--- src/verilog/bus_buffer_regs.vh ---
`ifndef BUS_BUFFER_REGS_VH
`define BUS_BUFFER_REGS_VH
// Behaviour
// - Divide the crystal clock by twelve to make the timer base clock.
// - Assert power unit select low on I/O access to either power-unit port.
// - With hold acknowledge low, latch CPU address onto peripheral address on strobe.
// - Byte DMA: latch upper address from peripheral data, drive onto address bits 8-15.
// - Word DMA: latch upper address from peripheral data, drive its bits 0-6 onto address bits 9-15.
// - Memory latch enable opens CPU/memory data latches; read direction sets direction.
// - Conversion steering follows the two code bits only while codes are valid.
// - Steer 16-bit CPU accesses to 8-bit devices, also for DMA and master cycles; the code steers only the CPU data path, not the system bus.
// - System direction high drives memory to system; low drives system to memory.
// - Peripheral direction high drives system to peripheral; low the reverse.
// - On RAM writes generate even parity per byte onto the parity lines.
// - On memory reads check even parity per byte; flag error low on odd parity.
// - Read direction low moves memory to CPU; high moves CPU to memory.
// - High system direction bit steers high byte, low bit steers low byte; the code lets the low bit select the whole word driven to memory.

// ----------------------------------------------------------------
// Constants
// ----------------------------------------------------------------
`define CLOCK_DIVIDE 4'hC
`define CLOCK_DIVIDE_HALF 4'h6
`define POWER_PORT_LOW 16'h0022
`define POWER_PORT_HIGH 16'h0023
`define CODE_WRITE 2'h0
`define CODE_READ 2'h1
`define CODE_HI_WRITE 2'h2
`define CODE_HI_READ 2'h3
`endif

--- src/verilog/bus_buffer.v ---
`include "bus_buffer_regs.vh"

module bus_buffer (
  input wire clock_in,
  input wire rst_in,
  input wire crystal_tick_in,
  input wire io_cycle_in,
  input wire [15:0] cpu_addr_in,
  input wire cpu_address_latch_strobe_in,
  input wire hold_acknowledge_in,
  input wire dma_byte_upper_strobe_in,
  input wire dma_word_upper_strobe_in,
  input wire dma_byte_address_enable_n_in,
  input wire dma_word_address_enable_n_in,
  input wire memory_latch_enable_in,
  input wire memory_read_direction_n_in,
  input wire conversion_code_valid_n_in,
  input wire conversion_code_low_in,
  input wire conversion_code_high_in,
  input wire system_bus_dir_low_in,
  input wire system_bus_dir_high_in,
  input wire peripheral_bus_dir_n_in,
  input wire ram_write_in,
  input wire mem_read_in,
  input wire high_byte_enable_n_in,
  input wire [15:0] cpu_data_in,
  input wire [15:0] memory_data_bus_in,
  input wire [15:0] system_data_bus_in,
  input wire [7:0] peripheral_data_bus_in,
  input wire mem_parity_low_in,
  input wire mem_parity_high_in,
  output reg timer_base_clock_out,
  output reg power_unit_select_n_out,
  output reg [15:0] peripheral_address_bus_out,
  output reg [15:0] cpu_data_out,
  output reg cpu_data_oe_n_out,
  output reg [15:0] memory_data_bus_out,
  output reg memory_data_oe_n_out,
  output reg [15:0] system_data_bus_out,
  output reg [1:0] system_data_oe_n_out,
  output reg [7:0] peripheral_data_bus_out,
  output reg peripheral_data_oe_n_out,
  output reg mem_parity_low_out,
  output reg mem_parity_high_out,
  output reg mem_parity_oe_n_out,
  output reg parity_fault_n_out
);

  // ----------------------------------------------------------------
  // Helpers
  // ----------------------------------------------------------------
  function even_parity;
    input [7:0] b;
    begin
      even_parity = ^b;
    end
  endfunction

  // ----------------------------------------------------------------
  // Timer base divider
  // ----------------------------------------------------------------
  // The crystal rate arrives as a one-cycle tick; the output toggles every six ticks.
  reg [3:0] div_q;
  always @(posedge clock_in or posedge rst_in) begin
    if (rst_in) begin
      div_q <= 4'h0;
      timer_base_clock_out <= 1'b0;
    end else if (crystal_tick_in) begin
      if (div_q == `CLOCK_DIVIDE_HALF - 4'h1) begin
        div_q <= 4'h0;
        timer_base_clock_out <= ~timer_base_clock_out;
      end else begin
        div_q <= div_q + 4'h1;
      end
    end
  end

  // ----------------------------------------------------------------
  // Address path
  // ----------------------------------------------------------------
  reg [15:0] cpu_addr_q;
  reg [7:0] dma_byte_q;
  reg [7:0] dma_word_q;
  reg [15:0] cpu_addr_d;
  reg [7:0] dma_byte_d;
  reg [7:0] dma_word_d;
  reg [15:0] addr_d;

  // Next latch contents are used for the bus as well, so a strobe reaches it at the following edge.
  always @* begin
    cpu_addr_d = cpu_addr_q;
    if (cpu_address_latch_strobe_in && !hold_acknowledge_in) begin
      cpu_addr_d = cpu_addr_in;
    end
  end

  always @* begin
    dma_byte_d = dma_byte_q;
    if (dma_byte_upper_strobe_in) begin
      dma_byte_d = peripheral_data_bus_in;
    end
  end

  always @* begin
    dma_word_d = dma_word_q;
    if (dma_word_upper_strobe_in) begin
      dma_word_d = peripheral_data_bus_in;
    end
  end

  always @(posedge clock_in or posedge rst_in) begin
    if (rst_in) begin
      cpu_addr_q <= 16'h0000;
      dma_byte_q <= 8'h00;
      dma_word_q <= 8'h00;
    end else begin
      cpu_addr_q <= cpu_addr_d;
      dma_byte_q <= dma_byte_d;
      dma_word_q <= dma_word_d;
    end
  end

  // The bus has sixteen lines, so the top bit of a word page has no line to land on.
  always @* begin
    addr_d = cpu_addr_d;
    if (!dma_byte_address_enable_n_in) begin
      addr_d = {dma_byte_d, cpu_addr_d[7:0]};
    end else if (!dma_word_address_enable_n_in) begin
      addr_d = {dma_word_d[6:0], cpu_addr_d[8:0]};
    end
  end

  always @(posedge clock_in or posedge rst_in) begin
    if (rst_in) begin
      peripheral_address_bus_out <= 16'h0000;
    end else begin
      peripheral_address_bus_out <= addr_d;
    end
  end

  // ----------------------------------------------------------------
  // Power unit port decode
  // ----------------------------------------------------------------
  // Address lines carry bit n at index n; bit 0 is the peripheral address lsb.
  wire power_port_hit;
  assign power_port_hit = io_cycle_in && (cpu_addr_in == `POWER_PORT_LOW || cpu_addr_in == `POWER_PORT_HIGH);

  always @(posedge clock_in or posedge rst_in) begin
    if (rst_in) begin
      power_unit_select_n_out <= 1'b1;
    end else begin
      power_unit_select_n_out <= ~power_port_hit;
    end
  end

  // ----------------------------------------------------------------
  // Data steering
  // ----------------------------------------------------------------
  reg [15:0] md_latch_q;
  reg [15:0] cpu_latch_q;
  reg [15:0] md_view;
  reg [15:0] md_d;
  reg [15:0] cpu_d;
  wire [1:0] code;
  wire steer;
  assign code = {conversion_code_high_in, conversion_code_low_in};
  assign steer = !conversion_code_valid_n_in;

  // An open read latch is transparent, so read data reaches the CPU one edge after it appears.
  always @* begin
    md_view = md_latch_q;
    if (memory_latch_enable_in && !memory_read_direction_n_in) begin
      md_view = memory_data_bus_in;
    end
  end

  // Byte swaps move the odd byte across lanes for 8-bit partners.
  always @* begin
    md_d = cpu_data_in;
    cpu_d = md_view;
    if (steer) begin
      case (code)
        `CODE_WRITE: begin
          md_d = cpu_data_in;
        end
        `CODE_READ: begin
          cpu_d = md_view;
        end
        `CODE_HI_WRITE: begin
          md_d = {cpu_data_in[15:8], cpu_data_in[15:8]};
        end
        `CODE_HI_READ: begin
          cpu_d = {md_view[7:0], md_view[7:0]};
        end
        default: begin
          md_d = cpu_data_in;
          cpu_d = md_view;
        end
      endcase
    end
  end

  always @(posedge clock_in or posedge rst_in) begin
    if (rst_in) begin
      md_latch_q <= 16'h0000;
      cpu_latch_q <= 16'h0000;
    end else begin
      if (memory_latch_enable_in) begin
        if (!memory_read_direction_n_in) begin
          md_latch_q <= memory_data_bus_in;
        end else begin
          cpu_latch_q <= md_d;
        end
      end
    end
  end

  always @(posedge clock_in or posedge rst_in) begin
    if (rst_in) begin
      cpu_data_out <= 16'h0000;
      cpu_data_oe_n_out <= 1'b1;
    end else begin
      cpu_data_out <= cpu_d;
      cpu_data_oe_n_out <= memory_read_direction_n_in;
    end
  end

  // ----------------------------------------------------------------
  // Memory, system and peripheral buffers
  // ----------------------------------------------------------------
  always @(posedge clock_in or posedge rst_in) begin
    if (rst_in) begin
      memory_data_bus_out <= 16'h0000;
      memory_data_oe_n_out <= 1'b1;
    end else begin
      memory_data_bus_out <= system_bus_dir_low_in ? cpu_latch_q : system_data_bus_in;
      memory_data_oe_n_out <= ~(memory_read_direction_n_in || ~system_bus_dir_low_in);
    end
  end

  // The low system lane is fed from memory when its direction bit is high, else from the peripheral bus.
  wire [7:0] sd_low_d;
  assign sd_low_d = system_bus_dir_low_in ? memory_data_bus_in[7:0] : peripheral_data_bus_in;

  always @(posedge clock_in or posedge rst_in) begin
    if (rst_in) begin
      system_data_bus_out <= 16'h0000;
      system_data_oe_n_out <= 2'h3;
    end else begin
      system_data_bus_out <= {memory_data_bus_in[15:8], sd_low_d};
      system_data_oe_n_out <= {~system_bus_dir_high_in, ~(system_bus_dir_low_in | ~peripheral_bus_dir_n_in)};
    end
  end

  always @(posedge clock_in or posedge rst_in) begin
    if (rst_in) begin
      peripheral_data_bus_out <= 8'h00;
      peripheral_data_oe_n_out <= 1'b1;
    end else begin
      peripheral_data_bus_out <= system_data_bus_in[7:0];
      peripheral_data_oe_n_out <= ~peripheral_bus_dir_n_in;
    end
  end

  // ----------------------------------------------------------------
  // Parity
  // ----------------------------------------------------------------
  // Parity follows the CPU latch word, so data and check bits land together only while the low system direction bit drives that word to memory.
  wire fault;
  assign fault = mem_read_in && (
    (!cpu_addr_in[0] && (even_parity(memory_data_bus_in[7:0]) != mem_parity_low_in)) ||
    (!high_byte_enable_n_in && (even_parity(memory_data_bus_in[15:8]) != mem_parity_high_in)));

  always @(posedge clock_in or posedge rst_in) begin
    if (rst_in) begin
      mem_parity_low_out <= 1'b0;
      mem_parity_high_out <= 1'b0;
      mem_parity_oe_n_out <= 1'b1;
    end else begin
      mem_parity_low_out <= even_parity(cpu_latch_q[7:0]);
      mem_parity_high_out <= even_parity(cpu_latch_q[15:8]);
      mem_parity_oe_n_out <= ~ram_write_in;
    end
  end

  // Not sticky: the controller samples the flag in the cycle it stands.
  always @(posedge clock_in or posedge rst_in) begin
    if (rst_in) begin
      parity_fault_n_out <= 1'b1;
    end else begin
      parity_fault_n_out <= ~(fault && !ram_write_in);
    end
  end

endmodule // bus_buffer

--- config.mk ---
export PLATFORM = sky130hd
export DESIGN_NAME = bus_buffer
export DESIGN_NICKNAME = d
export VERILOG_FILES = /design/src/verilog/bus_buffer.v
export VERILOG_INCLUDE_DIRS = /design/src /design/src/verilog
export SDC_FILE = /design/constraint.sdc
export NUM_CORES = 1
export LEC_CHECK = 0
export BUFFER_PORTS_ARGS = -buffer_cell sky130_fd_sc_hd__buf_4
export CAP_MARGIN = 20
export CORE_MARGIN = 3
export CORE_UTILIZATION = 46
export CTS_CLUSTER_SIZE = 20
export DETAILED_ROUTE_END_ITERATION = 12
export PLACE_DENSITY_LB_ADDON = 0.12
export SETUP_SLACK_MARGIN = 0.02
export SKIP_LAST_GASP = 1
export SLEW_MARGIN = 20
export SYNTH_ARGS = -nofsm -noshare
export SYNTH_HDL_FRONTEND = slang
export SYNTH_SLANG_ARGS = --single-unit
--- constraint.sdc ---
create_clock -name clock_in -period 6.25 [get_ports clock_in]
set_input_delay 0.625 -clock clock_in [delete_from_list [all_inputs] [get_ports clock_in]]
set_output_delay 0.625 -clock clock_in [all_outputs]
set_load 0.03 [all_outputs]
==> flow_summary_export.csv, run 1 <==
group,metric,value,unit
die,ios,178,
global_routing,antenna_found_initial,0,
die,dieArea,0.0134,sq mm
yosys,synth_seq_cells,142,
power,combinationalPowerShare,19.7,%
clock_network,cts_hold_buf,0,
setup_path,r2r_start,"cpu_latch_q[5]",
timing,period_share,27.5,%
layout,layout_commonest_cell,"buf_4",
setup_path,max_stage_delay,0.53,ns
setup_path,crit_required,5.62,ns
route,drt-wirelength-per-cell,17.1,microns
route,detail-route-antenna-nets,0,
layout,final_cells,690,
timing,setup-tns-final,0,ns
yosys,synth_edf_count,0,
yosys,netlist_instances,358,
power,power_frac_clock,40.0,%
setup_path,ff2ff_setup_slack,5.17,ns
yosys,async_reset_ff_share,100,%
die,die_x,116,microns
layout,drive_above_1_share,52.3,%
power,leakage,3.58,nW
power,p_per_area,363,mW/mm^2
run,cap_violations,0,
route,drt_iter0_markers,154,
clock_network,ctsResizeCount,0,
yosys,synthFlopType,"dfrtp_1",
global_routing,grt_pass1_wl,18400,microns
clock_network,cts-buffers-inserted,17,
timing,rsz0062_at_grt,"false",
route,wl,11800,microns
die,start_util,47.8,%
clock_network,cts_setup_buffers,0,
yosys,ys_seq_area_share,64.5,%
layout,fillCellCount,868,
timing,worst_slew_pin_slew,0.896,ns
setup_path,cp_cell_sequence,"buf_4",
place,routabilityCongestion,0.736,
setup_path,critical_path_buf_inv_count,1,
status,outcome,"completed",
layout,fin_nets,629,
setup_path,crit_family,"flip-flops",
die,core_area,0.0116,sq mm
layout,n_antenna_cell,0,
power,vdd_drop_max,0.000215,V
yosys,synth_nets,453,
global_routing,grt_max_degree,73,
die,fp-row-count,39,
timing,setup_viol,0,
clock_network,root_buffer,"clkbuf_16",
place,io_buffer_count,177,
clock_network,clock-sinks,142,
global_routing,busiest_layer,"met2",
clock_network,clk_latency,0.41,ns
timing,fin_skew,0.00733,ns
setup_path,cp_max_fo,1,
layout,synthToLayoutAreaGrowth,37.1,%
worst_hold_path,holdCritPathClass,"in -> async",
timing,hold_ws,0.299,ns
yosys,yosys_warnings,0,
place,dp_hpwl,8480,microns
clock_network,cts.clk_slew.worst_paths,0.06,ns
power,p_seq_share,40.3,%
power,internal_power,2.02,mW
power,p_sw,0.728,mW
setup_path,cp-start-kind,"flop",
power,swShare,26.5,%
clock_network,htree_levels,4,
route,via_per_inst,4.88,
layout,mostFrequentLayoutCells,"179 x buf_4, 134 x dfrtp_1, 54 x mux2_2, 23 x mux2_1",
timing,slew_viol_final,0,
yosys,synth_cell_types,33,
yosys,netlist_area,0.00552,sq mm
clock_network,cts_tree,"built",
setup_path,r2r-end,"mem_parity_low_out",
setup_path,end_kind,"output pin",
place,placedCellCount,658,
setup_path,crit_arrival,1.09,ns
route,firstDrtPassIters,4,
timing,slew_headroom,40.0,%
timing,fin_crit,1.72,ns
route,remaining_drc_errors,0,
setup_path,reg2regPathDepth,3,
global_routing,met3_usage,5.33,%
route,vias,3368,
clock_network,clock_path_buffers,2,
global_routing,grt_overflow,0,
yosys,syn_avg_cell_area,15.4,sq um
global_routing,grtUsageMet2,29.6,%
setup_path,critPathKind,"reg -> out",
timing,finalHoldViolations,0,
setup_path,slowest_stage,"dfstp_2",
global_routing,met1_usage,23.3,%
global_routing,grt_usage,18.4,%
global_routing,grt_pass1_vias,3554,
timing,fmaxAchievable,583,MHz
die,die_y,116,microns
## routing by layer
| metal | share of wire [%] | vias up |
|---|---|---|
| li1 | - | 1581 |
| met1 | 41 | 1663 |
| met2 | 50 | 108 |
| met3 | 6.7 | 16 |
| met4 | 1.8 | 0 |
| met5 | 0 | - |
## layout make-up
class,count,area (sq um),share of cell area (%)
Timing Repair Buffer,179,1340,17.7
Inverter,5,23.8,0.314
Multi-Input combinational cell,189,1810,23.8
Clock inverter,13,213,2.81
Tap cell,143,179,2.36
Clock buffer,19,443,5.85
Sequential cell,142,3560,47.1
## how the worst max path moves through the flow
stage	cells past startpoint	startpoint	slack, ns	endpoint
after floorplan	1	rst_in	1.83	cpu_addr_q[10]
after global placement	3	rst_in	4.11	peripheral_data_bus_out[0]
after detailed placement	3	rst_in	4.09	peripheral_data_bus_out[1]
after CTS	1	memory_data_oe_n_out	4.51	memory_data_oe_n_out
after global routing	3	rst_in	4.36	dma_word_q[5]
final	1	memory_data_oe_n_out	4.53	memory_data_oe_n_out
## sequential cells by signal, summed over array words and instances (netlist names), 2 cells and up
register                    cells
system_data_bus_out            16
cpu_data_out                   16
dma_word_q                      7
md_latch_q                     16
peripheral_data_bus_out         8
system_data_oe_n_out            2
cpu_latch_q                    16
memory_data_bus_out            16
div_q                           4
dma_byte_q                      8
peripheral_address_bus_out     16
cpu_addr_q                      8
## metrics by stage
stage | instance area (sq um) | power [mW] | utilization, % | worst slack [ns]
2_1_floorplan | 5520 | 1.46 | - | 1.83
5_1_grt | 7570 | 2.87 | 65.5 | 4.36
3_5_place_dp | 6920 | 1.67 | 59.8 | 4.09
6_report | 7570 | 2.75 | 65.5 | 4.53
3_3_place_gp | 6920 | 1.65 | 59.8 | 4.11
4_1_cts | 7570 | 2.78 | 65.5 | 4.51
## synth_stat cells, types with 2 or more instances
library cell | count | area [sq um]
nor4_1 | 2 | 12.5
nor2_1 | 10 | 37.5
clkbuf_1 | 6 | 22.5
xor2_1 | 6 | 52.6
o21ai_1 | 2 | 10.0
mux2_2 | 54 | 608
nand4_1 | 2 | 12.5
mux2_4 | 11 | 165
dfrtp_1 | 134 | 3350
nor3b_1 | 2 | 15.0
buf_4 | 8 | 60.1
buf_6 | 3 | 33.8
xnor3_1 | 2 | 45.0
nand2_1 | 10 | 37.5
dfstp_2 | 8 | 210
nor2b_1 | 6 | 37.5
xnor2_1 | 17 | 149
mux2i_1 | 17 | 170
buf_2 | 4 | 20.0
xor3_1 | 2 | 47.6
o21ai_0 | 8 | 40.0
inv_1 | 5 | 18.8
a21oi_1 | 7 | 35.0
mux2_1 | 23 | 259
## power by group through the flow
stage | clock network (mW) | registers (mW) | logic, mW
3_5_place_dp | 0 | 1.12 | 0.546
4_1_cts | 1.12 | 1.11 | 0.548
5_1_grt | 1.17 | 1.12 | 0.580
2_1_floorplan | 0 | 1.23 | 0.236
6_report | 1.10 | 1.11 | 0.540
3_3_place_gp | 0 | 1.12 | 0.535
## logic make-up (layout without fill, tap and decap cells)
kind of cell | Yosys count | in the layout | share of synthesized area, %
xor+xnor | 27 | 27 | 5.32
mux | 105 | 105 | 21.8
buf+inv | 27 | 216 | 2.88
flops | 142 | 142 | 64.5
simple gates | 38 | 38 | 3.67
compound gates | 19 | 19 | 1.84
No activity file was read; power rests on OpenSTA's default activity.
==> run 2: changes to the inputs <==
==> constraint.sdc (replaced) <==
create_clock -name clock_in -period 1.8 [get_ports clock_in]
set_input_delay 0.18 -clock clock_in [delete_from_list [all_inputs] [get_ports clock_in]]
set_output_delay 0.18 -clock clock_in [all_outputs]
set_load 0.03 [all_outputs]
==> flow_summary_export.csv, run 2 (same netlist as run 1, synthesis figures left out) <==
group,metric,value,unit
route,firstDrtPassIters,4,
timing,worst_slew_pin_slew,0.627,ns
global_routing,grt_pass1_vias,3940,
global_routing,antenna_found_initial,0,
power,leakage,3.76,nW
power,vdd_drop_max,0.000868,V
setup_path,crit_required,2.14,ns
global_routing,grtUsageMet2,30.2,%
clock_network,root_buffer,"clkbuf_16",
worst_hold_path,min_to,"peripheral_address_bus_out[0]",
route,remaining_drc_errors,0,
setup_path,crit_arrival,1.86,ns
worst_hold_path,holdCritStartpoint,"cpu_addr_in[0]",
global_routing,grt_max_degree,95,
timing,fmaxAchievable,656,MHz
global_routing,grt_pass1_wl,19800,microns
layout,fin_util,69.0,%
timing,hold_ws,0.0111,ns
setup_path,r2r_start,"div_q[3]",
layout,mostFrequentLayoutCells,"181 x buf_4, 134 x dfrtp_1, 54 x mux2_2, 46 x dlygate4sd3_1, 23 x mux2_1",
layout,drive_above_1_share,47.8,%
run,cap_violations,0,
setup_path,cp_max_fo,3,
setup_path,cp-start-kind,"input pin",
layout,fin_nets,678,
clock_network,cts_hold_buf,45,
global_routing,grt_overflow,0,
place,routabilityCongestion,0.753,
global_routing,met1_usage,25.2,%
layout,layout_commonest_cell,"buf_4",
route,detail-route-antenna-nets,0,
worst_hold_path,holdCritPathClass,"in -> reg",
die,core_area,0.0116,sq mm
timing,fin_skew,0.0101,ns
die,die_x,116,microns
timing,fin_crit,1.52,ns
clock_network,clock_path_buffers,2,
global_routing,busiest_layer,"met2",
setup_path,end_kind,"flop",
route,drt_iter0_markers,120,
global_routing,met3_usage,5.95,%
route,drt-wirelength-per-cell,16.8,microns
setup_path,reg2regPathDepth,3,
layout,synthToLayoutAreaGrowth,44.5,%
clock_network,ctsResizeCount,0,
route,wl,12400,microns
timing,slew_headroom,58.1,%
route,vias,3592,
timing,period_share,84.7,%
layout,n_antenna_cell,0,
route,via_per_inst,4.86,
die,dieArea,0.0134,sq mm
timing,slew_viol_final,0,
clock_network,cts-buffers-inserted,17,
place,io_buffer_count,177,
clock_network,htree_levels,4,
setup_path,r2r-end,"timer_base_clock_out",
clock_network,cts_setup_buffers,0,
timing,setup_viol,0,
status,outcome,"completed",
die,ios,178,
global_routing,grt_usage,19.6,%
setup_path,ff2ff_setup_slack,0.73,ns
setup_path,critPathKind,"in -> reg",
clock_network,cts.clk_slew.worst_paths,0.06,ns
clock_network,clk_latency,0.41,ns
timing,finalHoldViolations,0,
die,fp-row-count,39,
power,p_per_area,1150,mW/mm^2
place,dp_hpwl,8580,microns
die,die_y,116,microns
timing,rsz0062_at_grt,"false",
clock_network,cts_tree,"built",
clock_network,clock-sinks,142,
worst_hold_path,holdPathStages,2,
die,start_util,47.8,%
[run 2: cell count changes in the layout (fill, tap and decap cells not counted)]
cell,delta
bufinv_16,-3
buf_12,+1
clkinv_2,+4
buf_4,+2
inv_6,-2
clkinv_4,-3
clkbuf_8,+2
clkbuf_1,+4
clkinvlp_4,-2
dlygate4sd3_1,+46
[run 2: area by class of cell]
cell class	instances	area (sq um)
fill	809	3580
sequential	142	3560
timing repair buffer	228	1840
multi-input combinational	189	1810
clock buffer	25	485
tap	143	179
clock inverter	7	85.1
inverter	5	22.5
[run 2: layer usage]
metal	routed length [microns]	vias up	part of all wire, %
met3	770	26	6.2
met4	394	0	3.2
li1	-	1671	-
met2	5970	128	48
met1	5290	1767	43
met5	0	-	0
[run 2: critical path: stages]
cell and delay [ns]:
dlygate4sd3_1 0.54, buf_4 0.14, xor2_1 0.14, xnor3_1 0.43, mux2i_1 0.14, a211o_1 0.30
[run 2: through the flow]
step / std cells / total power [mW] / worst slack [ns] / TNS [ns] / instance area (sq um)
final: 739 / 9.17 / 0.276 / 0 / 7980
after global routing: 739 / 9.62 / 0.202 / 0 / 7980
after CTS: 738 / 9.28 / 0.281 / 0 / 7970
after detailed placement: 661 / 5.80 / 0.387 / 0 / 6950
after global placement: 661 / 5.75 / 0.402 / 0 / 6950
after floorplan: 358 / 5.08 / -0.151 / -20.17 / 5530
[run 2: power by group]
group / switching (mW) / total, mW / internal (mW)
combinational: 1.03 / 1.97 / 0.942
clock: 1.22 / 3.36 / 2.14
sequential: 0.208 / 3.84 / 3.64
[run 2: worst max path at each step]
stage / from / end / cells after the start
6_report: memory_data_bus_in[11] / parity_fault_n_out / 6
5_1_grt: memory_data_bus_in[14] / parity_fault_n_out / 6
4_1_cts: memory_data_bus_in[14] / parity_fault_n_out / 6
3_5_place_dp: hold_acknowledge_in / peripheral_address_bus_out[13] / 6
3_3_place_gp: hold_acknowledge_in / peripheral_address_bus_out[15] / 6
2_1_floorplan: rst_in / cpu_addr_q[10] / 1
